$ cat src/core/timer_pkg.sv
package timer_pkg;
  // register word offsets (byte addresses on apb)
  localparam logic [7:0] START_OFF = 8'h00;
  localparam logic [7:0] MODE_OFF = 8'h04;
  localparam logic [1:0] CH0_PAGE = 2'h1; // channel 0 at 0x40..0x7f
  localparam logic [1:0] CH1_PAGE = 2'h2; // channel 1 at 0x80..0xbf
  localparam logic [5:0] CTRL_OFF = 6'h00;
  localparam logic [5:0] ACT_OFF = 6'h04;
  localparam logic [5:0] IEN_OFF = 6'h08;
  localparam logic [5:0] FLAG_OFF = 6'h0c;
  localparam logic [5:0] INIT_OFF = 6'h10;
  localparam logic [5:0] POL_OFF = 6'h14;
  localparam logic [5:0] CNT_OFF = 6'h18;
  localparam logic [5:0] GRA_OFF = 6'h1c; // general regs a..d at +0x1c, 0x20, 0x24, 0x28
  localparam logic [5:0] GRD_OFF = 6'h28;
  // mode register fields
  localparam int unsigned MODE_SYNC_BIT = 0;
  localparam int unsigned MODE_PWM_BIT = 1; // bit 1 channel 0, bit 2 channel 1
  // prescaler_select codes
  localparam logic [2:0] PSC_DIV1 = 3'h0;
  localparam logic [2:0] PSC_DIV2 = 3'h1;
  localparam logic [2:0] PSC_DIV4 = 3'h2;
  localparam logic [2:0] PSC_DIV8 = 3'h3;
  localparam logic [2:0] PSC_EXT = 3'h4;
  // clock_edge_select and capture edge codes
  localparam logic [1:0] EDGE_RISE = 2'h0;
  localparam logic [1:0] EDGE_FALL = 2'h1;
  // clear source codes: 1..4 pick general reg a..d, 5 follows the other channel
  localparam logic [2:0] CLR_NONE = 3'h0;
  localparam logic [2:0] CLR_GRA = 3'h1;
  localparam logic [2:0] CLR_SYNC = 3'h5;
  // pin action codes in compare mode
  localparam logic [1:0] ACT_NONE = 2'h0;
  localparam logic [1:0] ACT_LOW = 2'h1;
  localparam logic [1:0] ACT_HIGH = 2'h2;
  localparam logic [1:0] ACT_TOGGLE = 2'h3;
  localparam int unsigned ACT_SLOT = 4; // bits per pin in pin_action_reg
  localparam int unsigned WRAP_BIT = 4; // flag and enable bit of the wrap event
  localparam logic [15:0] CNT_MAX = 16'hffff;
  localparam logic [15:0] CNT_ZERO = 16'h0000;
  localparam logic [15:0] GR_RESET = 16'hffff;
  // counter_control_reg layout: [7:5] clear source, [4:3] edge, [2:0] prescaler
  typedef struct packed {
    logic [2:0] clr_sel;
    logic [1:0] edge_sel;
    logic [2:0] psc_sel;
  } cnt_ctrl_t;
  // one pin slot: [2] capture mode, [1:0] action or capture edge
  typedef struct packed {
    logic capture;
    logic [1:0] code;
  } pin_act_t;
endpackage : timer_pkg

$ cat src/core/dual_channel_timer_pwm.sv
// Decided for this implementation: the register addresses and the APB register port.
`timescale 1ns/100ps
// Notes on behaviour
// - after reset both counters are stopped, with no clearing source
// - setting a channel start bit makes its counter increment
// - overflow sets wrap flag; request raised when wrap enable is set
// - after overflow the counter continues upward from zero
// - compare match on chosen register sets its flag and clears counter
// - a set match flag with its enable raises that request
// - prescaler picks system clock or clock divided by two, four, eight
// - external clock counts on rising, falling or both edges
// - compare match drives its pin low, high or toggles it
// - pin left unchanged when configured level already equals it
// - match fires as counter leaves matching value, pin action then
// - selected edge on capture pin copies count into its register
// - capture on a general register may clear the counter
// - in synchronous mode a counter write presets both counters
// - synchronous clear follows the other channel's clear
// - pwm uses register a as period, b to d as duty
// - polarity 0: duty low, period high; polarity 1 the reverse
// - pwm initial level is one when initial bit equals polarity
// - in pwm match a also clears the counter
// - both channels together give up to six pwm phases
// - counter and general registers are 16 bits, whole-word access only
module dual_channel_timer_pwm
  import timer_pkg::*;
(
  input wire logic pclk,
  input wire logic presetn,
  input wire logic psel,
  input wire logic penable,
  input wire logic pwrite,
  input wire logic [7:0] paddr,
  input wire logic [31:0] pwdata,
  input wire logic [3:0] pstrb,
  output logic [31:0] prdata,
  output logic pready,
  output logic pslverr,
  input wire logic external_count_clock,
  input wire logic [1:0][3:0] io_pin_in,
  output logic [1:0][3:0] io_pin_out,
  output logic [1:0][3:0] io_pin_oe,
  output logic [1:0][4:0] irq_req
);

  // software state
  logic [1:0] start_q;
  logic sync_q;
  logic [1:0] pwm_q;
  cnt_ctrl_t ctrl_q [2];
  pin_act_t act_q [2][4];
  logic [4:0] ien_q [2];
  logic [4:0] flag_q [2];
  logic [3:0] init_q [2];
  logic [2:0] pol_q [2];
  logic [15:0] cnt_q [2];
  logic [15:0] gr_q [2][4];
  // timing and pin sampling
  logic [2:0] div_q;
  logic ext_s1_q, ext_s2_q, ext_prev_q;
  logic [1:0][3:0] pin_s1_q, pin_s2_q, pin_prev_q;
  // bus decode
  logic hit, is16, ch, err_d, acc, wr_en;
  logic [5:0] off;
  logic [31:0] rdata_d;
  // per channel events
  logic [1:0] tick, wrap, own_clr, clr, cnt_wr, load, load_q;
  logic [1:0][4:0] flag_w1c;
  logic [1:0][3:0] match, capt;

  function automatic logic edge_hit(input logic prev, input logic cur, input logic [1:0] sel);
    case (sel)
      EDGE_RISE: edge_hit = cur & ~prev;
      EDGE_FALL: edge_hit = ~cur & prev;
      default: edge_hit = cur ^ prev;
    endcase
  endfunction : edge_hit

  function automatic logic psc_tick(input logic [2:0] sel, input logic [2:0] div,
                                    input logic ext);
    case (sel)
      PSC_DIV1: psc_tick = 1'b1;
      PSC_DIV2: psc_tick = div[0];
      PSC_DIV4: psc_tick = &div[1:0];
      PSC_DIV8: psc_tick = &div;
      PSC_EXT: psc_tick = ext;
      default: psc_tick = 1'b0;
    endcase
  endfunction : psc_tick

  // address decode; setup cycle decides error so the answer comes from flops
  always_comb begin
    ch = (paddr[7:6] == CH1_PAGE);
    off = paddr[5:0];
    is16 = 1'b0;
    if (paddr[7:6] == 2'h0) begin
      hit = (paddr == START_OFF) || (paddr == MODE_OFF);
    end else if (paddr[7:6] == CH0_PAGE || paddr[7:6] == CH1_PAGE) begin
      hit = (off[1:0] == 2'h0) && (off <= GRD_OFF);
      is16 = (off >= CNT_OFF);
    end else begin
      hit = 1'b0;
    end
    // byte writes to 16-bit registers are refused as a whole
    err_d = !hit || (pwrite && is16 && pstrb[1:0] != 2'h3) || (pwrite && !pstrb[0]);
  end

  assign acc = psel && penable && pready && !pslverr;
  assign wr_en = acc && pwrite;

  // read data mux, sampled in the setup cycle
  always_comb begin
    rdata_d = 32'h0000_0000;
    if (paddr == START_OFF) begin
      rdata_d[1:0] = start_q;
    end else if (paddr == MODE_OFF) begin
      rdata_d[MODE_SYNC_BIT] = sync_q;
      rdata_d[MODE_PWM_BIT +: 2] = pwm_q;
    end else if (hit) begin
      case (off)
        CTRL_OFF: rdata_d[7:0] = ctrl_q[ch];
        ACT_OFF: begin
          for (int p = 0; p < 4; p++) begin
            rdata_d[p*ACT_SLOT +: 3] = act_q[ch][p];
          end
        end
        IEN_OFF: rdata_d[4:0] = ien_q[ch];
        FLAG_OFF: rdata_d[4:0] = flag_q[ch];
        INIT_OFF: rdata_d[3:0] = init_q[ch];
        POL_OFF: rdata_d[2:0] = pol_q[ch];
        CNT_OFF: rdata_d[15:0] = cnt_q[ch];
        default: rdata_d[15:0] = gr_q[ch][off[3:2] - 2'h3];
      endcase
    end
  end

  // apb answer: one access cycle, pready and data registered
  always_ff @(posedge pclk or negedge presetn) begin
    if (!presetn) begin
      pready <= 1'b0;
      pslverr <= 1'b0;
      prdata <= 32'h0000_0000;
    end else begin
      pready <= psel && !penable;
      if (psel && !penable) begin
        pslverr <= err_d;
        prdata <= err_d ? 32'h0000_0000 : rdata_d;
      end
    end
  end

  // shared divider, sampled as enables; one clock domain only
  always_ff @(posedge pclk or negedge presetn) begin
    if (!presetn) div_q <= 3'h0;
    else div_q <= div_q + 3'h1;
  end

  // two-stage synchronisers; logic reads the second stage and one further delay flop for edges
  always_ff @(posedge pclk or negedge presetn) begin
    if (!presetn) begin
      ext_s1_q <= 1'b0;
      ext_s2_q <= 1'b0;
      ext_prev_q <= 1'b0;
      pin_s1_q <= '0;
      pin_s2_q <= '0;
      pin_prev_q <= '0;
    end else begin
      ext_s1_q <= external_count_clock;
      ext_s2_q <= ext_s1_q;
      ext_prev_q <= ext_s2_q;
      pin_s1_q <= io_pin_in;
      pin_s2_q <= pin_s1_q;
      pin_prev_q <= pin_s2_q;
    end
  end

  // count enables, matches, captures and clearing sources
  always_comb begin
    for (int c = 0; c < 2; c++) begin
      tick[c] = start_q[c] && psc_tick(ctrl_q[c].psc_sel, div_q,
                edge_hit(ext_prev_q, ext_s2_q, ctrl_q[c].edge_sel));
      wrap[c] = tick[c] && (cnt_q[c] == CNT_MAX);
      for (int p = 0; p < 4; p++) begin
        // match only as the counter leaves the value, on its own count enable
        match[c][p] = tick[c] && (cnt_q[c] == gr_q[c][p]) &&
                      !(act_q[c][p].capture && !(pwm_q[c] && p != 0));
        capt[c][p] = act_q[c][p].capture && !(pwm_q[c] && p != 0) &&
                     edge_hit(pin_prev_q[c][p], pin_s2_q[c][p], act_q[c][p].code);
      end
      if (pwm_q[c]) begin
        own_clr[c] = match[c][0];
      end else if (ctrl_q[c].clr_sel >= CLR_GRA && ctrl_q[c].clr_sel < CLR_SYNC) begin
        own_clr[c] = match[c][ctrl_q[c].clr_sel[1:0] - 2'h1] ||
                     capt[c][ctrl_q[c].clr_sel[1:0] - 2'h1];
      end else begin
        own_clr[c] = 1'b0;
      end
      cnt_wr[c] = wr_en && paddr[7:6] != 2'h0 && off == CNT_OFF &&
                  (ch == c[0] || sync_q);
      flag_w1c[c] = (wr_en && paddr[7:6] != 2'h0 && ch == c[0] && off == FLAG_OFF) ?
                    pwdata[4:0] : 5'h00;
      load[c] = wr_en && ((paddr[7:6] != 2'h0 && ch == c[0] && (off == INIT_OFF || off == POL_OFF))
                || paddr == MODE_OFF);
    end
    for (int c = 0; c < 2; c++) begin
      clr[c] = own_clr[c] || (sync_q && ctrl_q[c].clr_sel == CLR_SYNC && own_clr[1-c]);
    end
  end

  // global control registers
  always_ff @(posedge pclk or negedge presetn) begin
    if (!presetn) begin
      start_q <= 2'h0;
      sync_q <= 1'b0;
      pwm_q <= 2'h0;
    end else if (wr_en && paddr == START_OFF) begin
      start_q <= pwdata[1:0];
    end else if (wr_en && paddr == MODE_OFF) begin
      sync_q <= pwdata[MODE_SYNC_BIT];
      pwm_q <= pwdata[MODE_PWM_BIT +: 2];
    end
  end

  // per channel configuration registers
  always_ff @(posedge pclk or negedge presetn) begin
    if (!presetn) begin
      for (int c = 0; c < 2; c++) begin
        ctrl_q[c] <= '0;
        ien_q[c] <= 5'h00;
        init_q[c] <= 4'h0;
        pol_q[c] <= 3'h0;
        for (int p = 0; p < 4; p++) act_q[c][p] <= '0;
      end
    end else if (wr_en && paddr[7:6] != 2'h0) begin
      case (off)
        CTRL_OFF: ctrl_q[ch] <= pwdata[7:0];
        ACT_OFF: begin
          for (int p = 0; p < 4; p++) act_q[ch][p] <= pwdata[p*ACT_SLOT +: 3];
        end
        IEN_OFF: ien_q[ch] <= pwdata[4:0];
        INIT_OFF: init_q[ch] <= pwdata[3:0];
        POL_OFF: pol_q[ch] <= pwdata[2:0];
        default: ;
      endcase
    end
  end

  // counters: software write wins, then clear, then count
  always_ff @(posedge pclk or negedge presetn) begin
    if (!presetn) begin
      cnt_q[0] <= CNT_ZERO;
      cnt_q[1] <= CNT_ZERO;
    end else begin
      for (int c = 0; c < 2; c++) begin
        if (cnt_wr[c]) cnt_q[c] <= pwdata[15:0];
        else if (start_q[c] && clr[c]) cnt_q[c] <= CNT_ZERO;
        else if (tick[c]) cnt_q[c] <= cnt_q[c] + 16'h0001;
      end
    end
  end

  // general registers: a capture and a software write in one cycle, capture wins
  always_ff @(posedge pclk or negedge presetn) begin
    if (!presetn) begin
      for (int c = 0; c < 2; c++) begin
        for (int p = 0; p < 4; p++) gr_q[c][p] <= GR_RESET;
      end
    end else begin
      for (int c = 0; c < 2; c++) begin
        for (int p = 0; p < 4; p++) begin
          if (capt[c][p]) gr_q[c][p] <= cnt_q[c];
          else if (wr_en && paddr[7:6] != 2'h0 && ch == c[0] && is16 &&
                   off == GRA_OFF + 6'(p * 4)) gr_q[c][p] <= pwdata[15:0];
        end
      end
    end
  end

  // sticky flags, write one to clear; a new event beats the clear
  always_ff @(posedge pclk or negedge presetn) begin
    if (!presetn) begin
      flag_q[0] <= 5'h00;
      flag_q[1] <= 5'h00;
    end else begin
      for (int c = 0; c < 2; c++) begin
        flag_q[c] <= (flag_q[c] & ~flag_w1c[c]) | {wrap[c], match[c] | capt[c]};
      end
    end
  end

  // request lines per event, gated by the enable bits
  always_ff @(posedge pclk or negedge presetn) begin
    if (!presetn) irq_req <= '0;
    else begin
      for (int c = 0; c < 2; c++) begin
        irq_req[c] <= flag_q[c] & ien_q[c];
      end
    end
  end

  // reload a cycle after the write, so new mode, initial and polarity bits are all in place
  always_ff @(posedge pclk or negedge presetn) begin
    if (!presetn) load_q <= 2'h0;
    else load_q <= load;
  end

  // pin levels; pwm pins b..d follow period and duty matches
  always_ff @(posedge pclk or negedge presetn) begin
    if (!presetn) begin
      io_pin_out <= '0;
      io_pin_oe <= '0;
    end else begin
      for (int c = 0; c < 2; c++) begin
        for (int p = 0; p < 4; p++) begin
          if (pwm_q[c] && p != 0) begin
            io_pin_oe[c][p] <= 1'b1;
            if (load_q[c]) begin
              io_pin_out[c][p] <= ~(init_q[c][p] ^ pol_q[c][p-1]);
            end else if (match[c][0]) begin
              // zero duty would pulse for one count, so it is held at the duty level
              io_pin_out[c][p] <= (gr_q[c][p] == CNT_ZERO) ? pol_q[c][p-1] :
                                  ~pol_q[c][p-1];
            end else if (match[c][p] && gr_q[c][p] < gr_q[c][0]) begin
              io_pin_out[c][p] <= pol_q[c][p-1];
            end
          end else begin
            io_pin_oe[c][p] <= !act_q[c][p].capture && act_q[c][p].code != ACT_NONE;
            if (load_q[c]) begin
              io_pin_out[c][p] <= init_q[c][p];
            end else if (match[c][p] && !act_q[c][p].capture) begin
              // a set level equal to the pin leaves it as it was
              case (act_q[c][p].code)
                ACT_LOW: io_pin_out[c][p] <= 1'b0;
                ACT_HIGH: io_pin_out[c][p] <= 1'b1;
                ACT_TOGGLE: io_pin_out[c][p] <= ~io_pin_out[c][p];
                default: ;
              endcase
            end
          end
        end
      end
    end
  end
endmodule : dual_channel_timer_pwm

$ cat config.mk
export PLATFORM = sky130hd
export DESIGN_NAME = dual_channel_timer_pwm
export DESIGN_NICKNAME = d
export VERILOG_FILES = /design/src/core/timer_pkg.sv /design/src/core/dual_channel_timer_pwm.sv
export SDC_FILE = /design/constraint.sdc
export NUM_CORES = 1
export LEC_CHECK = 0
export BUFFER_PORTS_ARGS = -buffer_cell sky130_fd_sc_hd__buf_2
export CAP_MARGIN = 40
export CORE_AREA = 2 2 238 240
export CTS_BUF_LIST = sky130_fd_sc_hd__clkbuf_8
export DETAILED_ROUTE_END_ITERATION = 12
export DIE_AREA = 0 0 240 242
export SETUP_SLACK_MARGIN = 0.5
export SLEW_MARGIN = 20
export SYNTH_ARGS = -nofsm -noshare
export SYNTH_HDL_FRONTEND = slang
export SYNTH_SLANG_ARGS = --single-unit
$ cat constraint.sdc
create_clock -name pclk -period 3 [get_ports pclk]
set_input_delay 0.3 -clock pclk [delete_from_list [all_inputs] [get_ports pclk]]
set_output_delay 0.3 -clock pclk [all_outputs]
set_load 0.05 [all_outputs]
Word-level counts from Yosys, hierarchy flattened
Index checks and enable logic that the tools add are counted.
{ "op_classes": {"reduce_logical": 212, "add_sub_neg": 6, "n_mux": 178, "bitwise_logic": 85, "magnitude_cmp": 17, "eq_ne": 66} }
{ "ops": {"columns": ["operator", "n"], "rows": [
  ["$mux W16", 29],
  ["$mux W64", 3],
  ["$eq A16 B16 Y1", 8],
  ["$logic_and A1 B1 Y1", 100],
  ["$bwmux W24", 4],
  ["$logic_not A16 Y1", 6],
  ["$lt A16 B16 Y1", 6],
  ["$mux W1", 64],
  ["$demux W12 S1", 4],
  ["$mux W12", 4],
  ["$mux W5", 9],
  ["$not A1 Y1", 40],
  ["$reduce_bool A2 Y1", 19],
  ["$eq A2 B2 Y1 const B", 17],
  ["$add A16 B1 Y16 const B", 2],
  ["$bmux W16 S2", 1],
  ["$eq A16 B16 Y1 const B", 2],
  ["$mux W8", 4],
  ["$reduce_bool A5 Y1", 6],
  ["$pmux W1 S3", 9],
  ["$eq A6 B5 Y1 const B", 4],
  ["$logic_not A2 Y1", 12],
  ["$ne A4 B1 Y1 const B", 6],
  ["$pmux W1 S2", 12],
  ["other kinds (62)", 193]
]} }
{ "word_totals": {"out_inout_bits": 60, "wordCells": 633, "ff_bits": 331} }

Logic depth before layout (Yosys ltp)
Gate-level depths: netlist of the first run.
{ "logic_depth": {"depth_word": 17, "depth_mapped": 13, "ltp_nobuf": 11} }

Worst setup path before layout of the first run
Ideal clock, no wire load.
{ "synth_timing": {"path_kind": "register to register", "start": "register div_q[0]", "end": "register cnt_q[21] in the netlist's numbering", "path_slack_ps": 425, "path_stages_with_launch": 13, "required_ps": 2881, "n_path_buf": 2, "arrival_ps": 2456, "period_less_slack_ps": 2575, "cell_sequence": "dfrtp_1 -> ha_1 -> ha_1 -> mux2i_1 -> a221o_4 -> nor4_4 -> buf_6 -> nand2_2 -> o211ai_2 -> a41oi_2 -> o21bai_4 -> buf_12 -> o21ai_2"} }
{ "synth_via": {"elab_chain_cells": 15, "elab_cells_between_ends": 38, "cone_classes": "12 x mux; 26 x reduce/logical"} }
{ "synth_rtl": {"columns": ["item", "line_no", "source"], "rows": [
  ["from (decl)", "dual_channel_timer_pwm.sv:59", "logic [2:0] div_q;"],
  ["from (signal assigned)", "dual_channel_timer_pwm.sv:155", "else div_q <= div_q + 3'h1;"],
  ["$reduce_and A3 Y1 / $reduce_and A2 Y1 (equally long branches)", "dual_channel_timer_pwm.sv:85, dual_channel_timer_pwm.sv:84", null],
  ["$pmux W1 S5", "dual_channel_timer_pwm.sv:81", "case (sel)"],
  ["$logic_and A1 B1 Y1", "dual_channel_timer_pwm.sv:180", "tick[c] = start_q[c] && psc_tick(ctrl_q[c].psc_sel, div_q,"],
  ["$logic_and A1 B1 Y1 (2 in a row)", "dual_channel_timer_pwm.sv:185", "match[c][p] = tick[c] && (cnt_q[c] == gr_q[c][p]) &&"],
  ["$bmux W1 S2", "dual_channel_timer_pwm.sv:193", "own_clr[c] = match[c][ctrl_q[c].clr_sel[1:0] - 2'h1] ||"],
  ["$mux W1 (implied by the code)", "dual_channel_timer_pwm.sv:193", null],
  ["$logic_or A1 B1 Y1", "dual_channel_timer_pwm.sv:193", null],
  ["$mux W1", "dual_channel_timer_pwm.sv:192", "end else if (ctrl_q[c].clr_sel >= CLR_GRA && ctrl_q[c].clr_sel < CLR_SYNC) begin"],
  ["$mux W1", "dual_channel_timer_pwm.sv:190", "if (pwm_q[c]) begin"],
  ["$logic_and A1 B1 Y1", "dual_channel_timer_pwm.sv:206", "clr[c] = own_clr[c] || (sync_q && ctrl_q[c].clr_sel == CLR_SYNC && own_clr[1-c]);"],
  ["$logic_or A1 B1 Y1", "dual_channel_timer_pwm.sv:206", null],
  ["$logic_and A1 B1 Y1", "dual_channel_timer_pwm.sv:256", "else if (start_q[c] && clr[c]) cnt_q[c] <= CNT_ZERO;"],
  ["$mux W16", "dual_channel_timer_pwm.sv:256", null],
  ["$mux W16", "dual_channel_timer_pwm.sv:255", "if (cnt_wr[c]) cnt_q[c] <= pwdata[15:0];"],
  ["to (signal, indexed assignment)", "dual_channel_timer_pwm.sv:255", null],
  ["to (signal, indexed assignment)", "dual_channel_timer_pwm.sv:257", "else if (tick[c]) cnt_q[c] <= cnt_q[c] + 16'h0001;"],
  ["to (decl)", "dual_channel_timer_pwm.sv:56", "logic [15:0] cnt_q [2];"]
]} }
Several ways; a longest one is shown, not always the timed one. The select of a mux whose other input is x is not followed.
A chain may end at the register's enable or synchronous reset.

Worst setup path in the final report of the first run
{ "layout_timing": {"start": "register cnt_q[26] in the netlist's numbering", "end": "register cnt_q[26] in the netlist's numbering"} }
{ "layout_via": {"elab_chain_cells": 12, "elab_cells_between_ends": 24, "cone_classes": "1 x add/sub; 4 x eq/ne; 7 x mux; 12 x reduce/logical"} }
{ "layout_rtl": {"columns": ["item", "line_no"], "rows": [
  ["$eq A16 B16 Y1", "dual_channel_timer_pwm.sv:185"],
  ["$logic_and A1 B1 Y1 (2 in a row)", "dual_channel_timer_pwm.sv:185"],
  ["$bmux W1 S2", "dual_channel_timer_pwm.sv:193"],
  ["$mux W1 (implied by the code)", "dual_channel_timer_pwm.sv:193"],
  ["$logic_or A1 B1 Y1", "dual_channel_timer_pwm.sv:193"],
  ["$mux W1", "dual_channel_timer_pwm.sv:192"],
  ["$mux W1", "dual_channel_timer_pwm.sv:190"],
  ["$logic_or A1 B1 Y1", "dual_channel_timer_pwm.sv:206"],
  ["$logic_and A1 B1 Y1", "dual_channel_timer_pwm.sv:256"],
  ["$mux W16", "dual_channel_timer_pwm.sv:256"],
  ["$mux W16", "dual_channel_timer_pwm.sv:255"]
]} }
Several ways; a longest one is shown, not always the timed one. The select of a mux whose other input is x is not followed.

==> flow_metrics.env, run 1 <==
export IMPL_finalWirelength_um=83000
export IMPL_failed_checks="negative setup slack"
export IMPL_cp_slowest_cell="dfrtp_2"
export IMPL_min_path_type="in -> reg"
export IMPL_grt_overflow=0
export IMPL_power_frac_seq_pct=44.5
export IMPL_p_sw_share_pct=26.2
export IMPL_cp_data_required_time_ps=3570
export IMPL_seq_area_frac_synth_pct=38.6
export IMPL_grt_max_degree=99
export IMPL_portBuffers=83
export IMPL_synth_xor_area_share_pct=6.60
export IMPL_outcome="finished, violations left"
export IMPL_synth_simple_area_share_pct=12.3
export IMPL_cts_htree_levels=2
export IMPL_wl_per_cell_um=26.4
export IMPL_rsz0062_at_grt="true"
export IMPL_netlist_area_um2=20800
export IMPL_grt_antenna_before_repair=2
export IMPL_fin_util_pct=46.0
export IMPL_synth_ff_type="dfrtp_1"
export IMPL_first_pass_iters=6
export IMPL_power_frac_clock_pct=48.8
export IMPL_dp_slack_ps=-150
export IMPL_die_h_um=242
export IMPL_yosys_top_cells_count="222 x nand2_1, 187 x dfrtp_1, 169 x mux2i_1, 143 x o21ai_0, 128 x dfstp_2"
export IMPL_fmax_mhz=326
export IMPL_maxCapViolations=0
export IMPL_p_switching_w=0.00254
export IMPL_synth_top_area_share_pct=22.5
export IMPL_nFillCells=5237
export IMPL_grt_total_usage_pct=28.3
export IMPL_yosysTopAreaCell="dfrtp_1"
export IMPL_drc=0
export IMPL_synth_most_common_cell="nand2_1"
export IMPL_slowest_delay_ps=460
export IMPL_start_util_pct=37.4
export IMPL_clk_pin_slew_ps=60
export IMPL_grt_pass1_wl_um=121000
export IMPL_period_needed_ps=3070
export IMPL_dp_hpwl_um=61600
export IMPL_synthToLayoutAreaGrowth_pct=23.1
export IMPL_cp_start_kind="flop"
export IMPL_final_nets=2520
export IMPL_hold_violations=0
export IMPL_core_area_um2=55700
export IMPL_crit_path_end_kind="flop"
export IMPL_synth_area_mux_share_pct=16.6
export IMPL_skew_ps=18.7
export IMPL_globalplace_congestion=1.04
export IMPL_intPower_w=0.00715
export IMPL_yosys_warnings=0
export IMPL_rows=87
export IMPL_via_per_inst=5.84
export IMPL_synth_top_family_by_area="multiplexers"
export IMPL_pin_count=118
export IMPL_synth_seq_cells=315
export IMPL_worstSetupPathType="reg -> reg"
export IMPL_pwr_share_comb_pct=6.7
export IMPL_ff_latch_area_um2=8050
export IMPL_ir_drop_uv=274
export IMPL_die_w_um=240
export IMPL_cts_tree="built"
export IMPL_yosys_top_cells_area="dfrtp_1 22%, dfstp_2 16%, mux2i_1 8.1%"
export IMPL_synth_enable_flop_cells=0
export IMPL_setup_viol=12
export IMPL_synth_compound_area_share_pct=13.7
export IMPL_critical_path_top_delay_family="compound AO/OA/AOI/OAI gates"
export IMPL_power_leakage_nw=12.0
export IMPL_numCtsBuffers=60
export IMPL_cts_root_buf="clkbuf_8"
export IMPL_path_buf_inv=2
export IMPL_postSynth_asyncResetShare_pct=100
export IMPL_multiInputGateArea_um2=12600
export IMPL_ant_nets=0
export IMPL_grt_pass1_vias=18200
export IMPL_dieArea_um2=58100
export IMPL_setup_ws_ps=-71.4
export IMPL_clock_path_buffers=3
export IMPL_path_cells="xnor2_2 > nand4_1 > or3_1 > o311ai_4 > o211ai_1 > nand4b_1 > buf_4 > a41oi_4 > o21bai_4 > buf_12 > o21ai_2"
export IMPL_vias=18400
export IMPL_slew_headroom_pct=38.1
export IMPL_crit_path_max_fanout=8
export IMPL_ys_types=85
export IMPL_fin_crit_sh_pct=102
export IMPL_power_density_nw_per_um2=377
export IMPL_worstMarginPinSlew_ps=920
export IMPL_maxSlewViolCount=0
export IMPL_synthAdderAreaFrac_pct=7.26
export IMPL_synth_cells=2097
export IMPL_cts_sinks=315
export IMPL_clock_latency_ps=690
export IMPL_crit_arrival_ps=3640
export IMPL_postSynthAreaPerCell_um2=9.94
export IMPL_drt_initial_drc_count=2088
export IMPL_drive_gt1_share_pct=33.6
==> tightest hold or removal path, delay by kind of cell <==
kind / cells / cell delay (ps)
buffers and inverters: 1 / 220
AND/OR/NAND/NOR: 1 / 110
AO/OA/AOI/OAI: 1 / 50
==> sequential cells by signal, summed over array words and instances, names as in the netlist, 2 cells and up <==
signal,flops
act_q,24
cnt_q,32
ctrl_q,16
div_q,3
flag_q,10
gr_q,128
ien_q,10
init_q,8
io_pin_oe,8
io_pin_out,8
irq_req,10
load_q,2
pin_prev_q,8
pin_s1_q,8
pin_s2_q,8
pol_q,6
prdata,16
pwm_q,2
start_q,2
==> path summary, 6_finish.rpt <==
| path | startpoint | end | slack, ps | cells past startpoint |
|---|---|---|---|---|
| worst max-delay path | cnt_q[26] | cnt_q[26] | -70 | 11 |
| worst min-delay path | pwdata[15] | cnt_q[31] | 40 | 3 |
| worst max register to register | cnt_q[26] | cnt_q[26] | -70 | 11 |
| worst min register to register | pin_s1_q[4] | pin_s2_q[4] | 350 | 0 |
| max in group asynchronous | presetn | gr_q[120] | 1730 | 3 |
| min in group asynchronous | presetn | pin_s2_q[1] | 240 | 2 |
==> metrics by stage <==
| step | setup TNS (ps) | instances | cell area [um^2] | hold WS (ps) | total power, W |
|---|---|---|---|---|---|
| floorplan | 0 | 2112 | 20900 | 4.41 | 0.00470 |
| CTS | 0 | 3129 | 25100 | 16.3 | 0.00975 |
| finish | -618 | 3149 | 25700 | 35.1 | 0.00969 |
| global placement | -238 | 2986 | 23100 | 333 | 0.00498 |
| global route | -1800 | 3148 | 25700 | 65.8 | 0.0100 |
| detailed placement | -1860 | 2986 | 23100 | 335 | 0.00499 |
==> metal layers <==
layer | GRT usage (%) | vias up | share of wire, %
met5 | 0 | - | 0.012
met4 | 16.7 | 2 | 6.6
met3 | 4.07 | 244 | 7.5
li1 | - | 8003 | -
met1 | 39.4 | 9262 | 42
met2 | 41.8 | 887 | 44
==> cell families (layout without fill, tap and decap cells) <==
kind of cell,Yosys count,count (layout)
flops,315,315
fa+ha+maj,121,121
xor+xnor,157,157
simple gates,531,531
other cells,1,18
buf+inv,234,512
mux,293,293
compound gates,445,446
==> placed cells by master (no fill, tap or decap), types with 37 or more instances in the layout <==
| cell | count |
|---|---|
| buf_2 | 82 |
| nor4_1 | 41 |
| mux2i_1 | 167 |
| inv_1 | 87 |
| mux2_2 | 84 |
| a21o_1 | 39 |
| nor2_1 | 87 |
| xor2_1 | 105 |
| clkbuf_8 | 74 |
| ha_1 | 115 |
| o21ai_0 | 138 |
| dfstp_2 | 128 |
| nand2_1 | 218 |
| a21oi_1 | 79 |
| dfrtp_1 | 183 |
| buf_4 | 194 |
| xnor2_1 | 46 |
| nand4_1 | 37 |
==> power by group through the flow <==
stage / clock [W] / combinational [W] / sequential [W]
after floorplan: 0 / 0.000317 / 0.00438
after global placement: 0 / 0.000601 / 0.00438
after detailed placement: 0 / 0.000611 / 0.00438
after CTS: 0.00480 / 0.000637 / 0.00431
after global routing: 0.00500 / 0.000687 / 0.00431
final: 0.00473 / 0.000646 / 0.00431
==> timing repair <==
action,CTS,global route
setup endpoints to repair,42,95
endpoints found under the hold margin,69,0
setup buffers,19,17
hold buffers,11,0
pin swaps,49,64
cloned,1,0
resized for setup,83,86
==> layout make-up <==
| cell class | count | area share [%] |
|---|---|---|
| diodes | 2 | 0.0195 |
| inverters | 78 | 1.15 |
| well taps | 756 | 3.69 |
| flip-flops and latches | 315 | 31.4 |
| clock inverters | 38 | 1.18 |
| repair buffers | 322 | 9.62 |
| clock buffers | 74 | 3.97 |
| multi-input cells | 1564 | 49.0 |
(Power assumes the default switching activity.)
==> run 2, diff against run 1 <==
--- a/config.mk
+++ b/config.mk
@@ -7,10 +7,11 @@
 export LEC_CHECK = 0
 export BUFFER_PORTS_ARGS = -buffer_cell sky130_fd_sc_hd__buf_2
 export CAP_MARGIN = 40
-export CORE_AREA = 2 2 238 240
+export CORE_AREA = 2 2 292 294
 export CTS_BUF_LIST = sky130_fd_sc_hd__clkbuf_8
 export DETAILED_ROUTE_END_ITERATION = 12
-export DIE_AREA = 0 0 240 242
+export DIE_AREA = 0 0 294 296
+export MAX_ROUTING_LAYER = met4
 export SETUP_SLACK_MARGIN = 0.5
 export SLEW_MARGIN = 20
 export SYNTH_ARGS = -nofsm -noshare
==> flow_metrics.env, run 2 (synthesized netlist as in run 1, its figures left out) <==
export IMPL_slowest_delay_ps=380
export IMPL_clock_latency_ps=670
export IMPL_cp_start_kind="flop"
export IMPL_largest_register="gr_q"
export IMPL_grt_pass1_vias=17400
export IMPL_crit_path_max_fanout=8
export IMPL_min_path_type="in -> reg"
export IMPL_portBuffers=83
export IMPL_dp_slack_ps=-49.2
export IMPL_crit_arrival_ps=3540
export IMPL_cp_data_required_time_ps=3570
export IMPL_drc=0
export IMPL_outcome="complete, no violations"
export IMPL_first_pass_iters=6
export IMPL_power_leakage_nw=12.1
export IMPL_cts_root_buf="clkbuf_8"
export IMPL_worstMarginPinSlew_ps=715
export IMPL_start_util_pct=24.7
export IMPL_ir_drop_uv=235
export IMPL_pin_count=118
export IMPL_maxCapViolations=0
export IMPL_largest_register_ffs=128
export IMPL_setup_viol=0
export IMPL_globalplace_congestion=1.01
export IMPL_grt_total_usage_pct=19.3
export IMPL_die_h_um=296
export IMPL_synthToLayoutAreaGrowth_pct=25.6
export IMPL_r2r_start="ext_prev_q"
export IMPL_slew_headroom_pct=52.4
export IMPL_path_cells="inv_1 > ha_2 > mux2_4 > o211ai_4 > a221o_2 > o311ai_4 > a32oi_1 > nand4b_1 > buf_4 > a41o_1 > buf_12 > a21o_4 > o21ai_2"
export IMPL_cts_htree_levels=3
export IMPL_finalWirelength_um=82800
export IMPL_fin_tns_setup_ps=0
export IMPL_via_per_inst=5.18
export IMPL_wl_per_cell_um=23.7
export IMPL_grt_pass1_wl_um=120000
export IMPL_skew_ps=48.0
export IMPL_setup_ws_ps=35.1
export IMPL_layout_common_cells="214 x nand2_1, 205 x buf_4, 178 x dfrtp_1"
export IMPL_cp_slowest_cell="dfrtp_1"
export IMPL_ant_nets=0
export IMPL_fmax_mhz=337
export IMPL_cts_tree="built"
export IMPL_worstHoldStart="pwdata[10]"
export IMPL_drive_gt1_share_pct=33.7
export IMPL_maxSlewViolCount=0
export IMPL_grt_overflow=0
export IMPL_dieArea_um2=87000
export IMPL_grt_antenna_before_repair=2
export IMPL_clk_pin_slew_ps=60
export IMPL_drt_initial_drc_count=1840
export IMPL_cts_sinks=315
export IMPL_final_nets=2533
export IMPL_dp_hpwl_um=61800
export IMPL_fin_crit_sh_pct=98.8
export IMPL_rows=107
export IMPL_layout_commonest_cell="nand2_1"
export IMPL_core_area_um2=84200
export IMPL_power_density_nw_per_um2=381
export IMPL_reg_largest_list="gr_q x128, cnt_q x32, act_q x24"
export IMPL_clock_path_buffers=3
export IMPL_grt_max_degree=80
export IMPL_hold_violations=0
export IMPL_rsz0062_at_grt="true"
export IMPL_whs_ps=127
export IMPL_crit_path_end_kind="flop"
export IMPL_numCtsBuffers=66
export IMPL_vias=18100
export IMPL_worstSetupPathType="reg -> reg"
export IMPL_period_needed_ps=2960
export IMPL_crit_start="ext_prev_q"
export IMPL_die_w_um=294
run 2: cell count changes in the layout (fill, tap and decap cells not counted), moves of 4 or more:
cell,delta
a21oi_1,+9
a21oi_2,-9
buf_4,+11
buf_6,-7
clkbuf_8,+17
clkinv_2,-9
dfrtp_1,-5
dfrtp_2,+5
inv_1,+5
nand2_1,-4
nand2_2,+4
o21ai_1,+7
o21ai_2,-4
run 2: per-layer routing:
metal | part of all wire, % | track usage (%) | vias to the layer above
met3 | 7.6 | 2.62 | 226
met5 | 0 | - | -
met4 | 5.7 | 10.2 | 0
met1 | 42 | 25.2 | 8951
li1 | - | - | 8033
met2 | 45 | 29.1 | 889
run 2: worst max-delay path, delay by kind of cell (launching register included):
family / cells / cell delay, ps
mux: 1 / 280
buf+inv: 3 / 410
flops: 1 / 380
fa+ha+maj: 1 / 180
simple gates: 1 / 190
compound gates: 7 / 1450
run 2: layout make-up:
cell class | count | area (um^2)
antenna | 1 | 2.50
clock inverter | 30 | 205
clock buffer | 90 | 1240
sequential | 315 | 8050
fill | 8624 | 58000
tap | 1090 | 1360
multi-input combinational | 1564 | 12500
inverter | 78 | 293
timing repair buffer | 329 | 2480
run 2: where the power goes:
group	leakage (nW)	internal [W]	switching, W
clock network	0.817	0.00292	0.00209
registers	3.75	0.00429	0.0000231
logic	7.57	0.000194	0.000442
run 2: through the flow:
stage / area, um^2 / total power (W) / util [%] / std cells
floorplan: 20900 / 0.00470 / - / 2112
global placement: 23600 / 0.00498 / 28.0 / 3333
detailed placement: 23600 / 0.00498 / 28.0 / 3333
CTS: 25700 / 0.0100 / 30.5 / 3482
global route: 26200 / 0.0103 / 31.1 / 3497
finish: 26200 / 0.00996 / 31.1 / 3497
run 2: path summary, 6_finish.rpt:
kind	endpoint	slack (ps)	depth (start not counted)
worst min-delay path	cnt_q[26]	130	3
worst max-delay path	cnt_q[1]	40	13
worst max register to register	cnt_q[1]	40	13
min in group asynchronous	pin_s1_q[2]	260	2
max in group asynchronous	init_q[3]	1740	4
worst min register to register	pin_s2_q[0]	350	0
run 2: repair_timing:
item                       CTS  global route
cloned                       1             0
pin swaps                   51            45
hold endpoints to repair    84             0
hold buffers                12             0
gates resized for setup     79            82
buffers inserted            16            13
setup endpoints to repair   41           133
==> run 3, diff against run 2 <==
--- a/config.mk
+++ b/config.mk
@@ -12,6 +12,7 @@
 export DETAILED_ROUTE_END_ITERATION = 12
 export DIE_AREA = 0 0 294 296
 export MAX_ROUTING_LAYER = met4
+export PLACE_DENSITY = 0.39
 export SETUP_SLACK_MARGIN = 0.5
 export SLEW_MARGIN = 20
 export SYNTH_ARGS = -nofsm -noshare
==> flow_metrics.env, run 3 (synthesized netlist as in run 1, its figures left out) <==
export IMPL_drt_initial_drc_count=1440
export IMPL_outcome="finished, violations left"
export IMPL_intPower_w=0.00703
export IMPL_power_density_nw_per_um2=364
export IMPL_clk_pin_slew_ps=60
export IMPL_period_needed_ps=3010
export IMPL_grt_pass1_vias=18000
export IMPL_reg_largest_list="gr_q x128, cnt_q x32, act_q x24"
export IMPL_via_per_inst=5.01
export IMPL_cts_root_buf="clkbuf_8"
export IMPL_fmax_mhz=333
export IMPL_power_frac_seq_pct=44.5
export IMPL_setup_ws_ps=-5.66
export IMPL_finalWirelength_um=95200
export IMPL_ant_nets=0
export IMPL_first_pass_iters=5
export IMPL_placedInstanceArea_um2=24100
export IMPL_drive_gt1_share_pct=34.9
export IMPL_cp_start_kind="flop"
export IMPL_largest_register="gr_q"
export IMPL_vias=17900
export IMPL_grt_pass1_wl_um=134000
export IMPL_ir_drop_uv=234
export IMPL_path_buf_inv=3
export IMPL_p_sw_share_pct=27.4
export IMPL_cts_tree="built"
export IMPL_layout_common_cells="252 x buf_4, 217 x nand2_1, 181 x dfrtp_1"
export IMPL_clock_latency_ps=690
export IMPL_crit_path_end_kind="flop"
export IMPL_pwr_share_comb_pct=7.0
export IMPL_cts_sinks=315
export IMPL_slew_headroom_pct=46.9
export IMPL_crit_arrival_ps=3560
export IMPL_p_switching_w=0.00266
export IMPL_fin_crit_sh_pct=100
export IMPL_stdcell_area_um2=26600
export IMPL_slowest_delay_ps=430
export IMPL_synthToLayoutAreaGrowth_pct=27.8
export IMPL_maxSlewViolCount=0
export IMPL_wl_per_cell_um=26.7
export IMPL_skew_ps=52.1
export IMPL_grt_total_usage_pct=22.3
export IMPL_rsz0062_at_grt="true"
export IMPL_failed_checks="negative setup slack"
export IMPL_min_path_type="in -> reg"
export IMPL_grt_overflow=0
export IMPL_path_cells="buf_4 > xnor2_1 > nand4_1 > or3_1 > o311ai_4 > o211ai_1 > nand4b_1 > buf_6 > a41o_4 > buf_8 > o221ai_2 > o21a_1"
export IMPL_start_util_pct=24.7
export IMPL_globalplace_congestion=0.963
export IMPL_die_h_um=296
export IMPL_maxCapViolations=0
export IMPL_power_frac_clock_pct=48.5
export IMPL_numCtsBuffers=68
export IMPL_clock_path_buffers=3
export IMPL_setup_viol=1
export IMPL_hold_violations=0
export IMPL_cts_htree_levels=3
export IMPL_critical_path_top_delay_family="compound AO/OA/AOI/OAI gates"
export IMPL_grt_max_degree=75
export IMPL_grt_antenna_before_repair=1
export IMPL_portBuffers=83
export IMPL_worstSetupPathType="reg -> reg"
export IMPL_pin_count=118
export IMPL_drc=0
export IMPL_core_area_um2=84200
export IMPL_largest_register_ffs=128
export IMPL_dieArea_um2=87000
export IMPL_worstMarginPinSlew_ps=789
export IMPL_cp_slowest_cell="or3_1"
export IMPL_rows=107
export IMPL_crit_path_max_fanout=6
export IMPL_cp_data_required_time_ps=3550
export IMPL_fin_tns_setup_ps=-5.66
export IMPL_die_w_um=294
export IMPL_layout_commonest_cell="buf_4"
export IMPL_dp_hpwl_um=72400
export IMPL_final_nets=2599
export IMPL_power_leakage_nw=12.6
[run 3: cell types whose count changed in the layout (fill, tap and decap cells not counted), moves of 5 or more]
cell | before | now
o21ai_2 | 22 | 29
xnor2_1 | 45 | 50
a21oi_2 | 6 | 11
inv_1 | 92 | 104
a21oi_1 | 88 | 83
buf_4 | 205 | 252
xnor2_2 | 6 | 1
buf_12 | 8 | 14
clkbuf_8 | 91 | 82
buf_6 | 17 | 27
[run 3: area by class of cell]
| cell class | count | area, um^2 |
|---|---|---|
| fillers | 8730 | 57600 |
| multi-input cells | 1564 | 12500 |
| clock inverters | 41 | 206 |
| flip-flops and latches | 315 | 8050 |
| clock buffers | 81 | 1110 |
| well taps | 1090 | 1360 |
| inverters | 78 | 295 |
| diodes | 1 | 2.50 |
| repair buffers | 393 | 3080 |
[run 3: final timing paths]
path	slack, ps	start	cells past startpoint	to
max	-6	cnt_q[26]	12	cnt_q[9]
min	60	pwdata[11]	3	cnt_q[27]
max reg2reg	-6	cnt_q[26]	12	cnt_q[9]
min reg2reg	340	pin_s1_q[5]	0	pin_s2_q[5]
max in group asynchronous	1840	presetn	4	ien_q[3]
min in group asynchronous	250	presetn	2	flag_q[7]
[run 3: through the flow]
step	utilization (%)	power, W	setup WS [ps]	cells	hold WS, ps
6_report	31.6	0.00969	-5.66	3563	56.1
5_1_grt	31.6	0.0101	-40.7	3563	34.5
4_1_cts	31.0	0.00988	-0.152	3537	8.35
3_5_place_dp	28.6	0.00504	-144	3388	335
3_3_place_gp	28.6	0.00504	-446	3387	333
2_1_floorplan	-	0.00470	510	2112	4.41
[run 3: timing repair]
item	4_1_cts	5_1_grt
gates cloned	1	0
hold buffers	11	0
buffers inserted	15	24
endpoints found under the hold margin	68	0
setup endpoints to repair	50	108
resized for setup	116	67
pin swaps	56	29
[run 3: power groups by stage]
stage	combinational, W	sequential, W	clock, W
4_1_cts	0.000683	0.00431	0.00488
3_5_place_dp	0.000662	0.00438	0
5_1_grt	0.000730	0.00431	0.00506
2_1_floorplan	0.000317	0.00438	0
3_3_place_gp	0.000658	0.00438	0
6_report	0.000679	0.00431	0.00470
[run 3: worst reg2reg max path, cell delays in order (launching register included)]
cell and delay, ps:
dfrtp_1 400, buf_4 140, xnor2_1 320, nand4_1 230, or3_1 440, o311ai_4 320
o211ai_1 140, nand4b_1 120, buf_6 140, a41o_4 290, buf_8 150, o221ai_2 90
o21a_1 120
[run 3: per-layer routing]
layer,global-route usage [%],wire [um]
met5,-,0
met3,2.60,3730
met2,35.4,44100
met4,7.47,3530
met1,29.6,43800
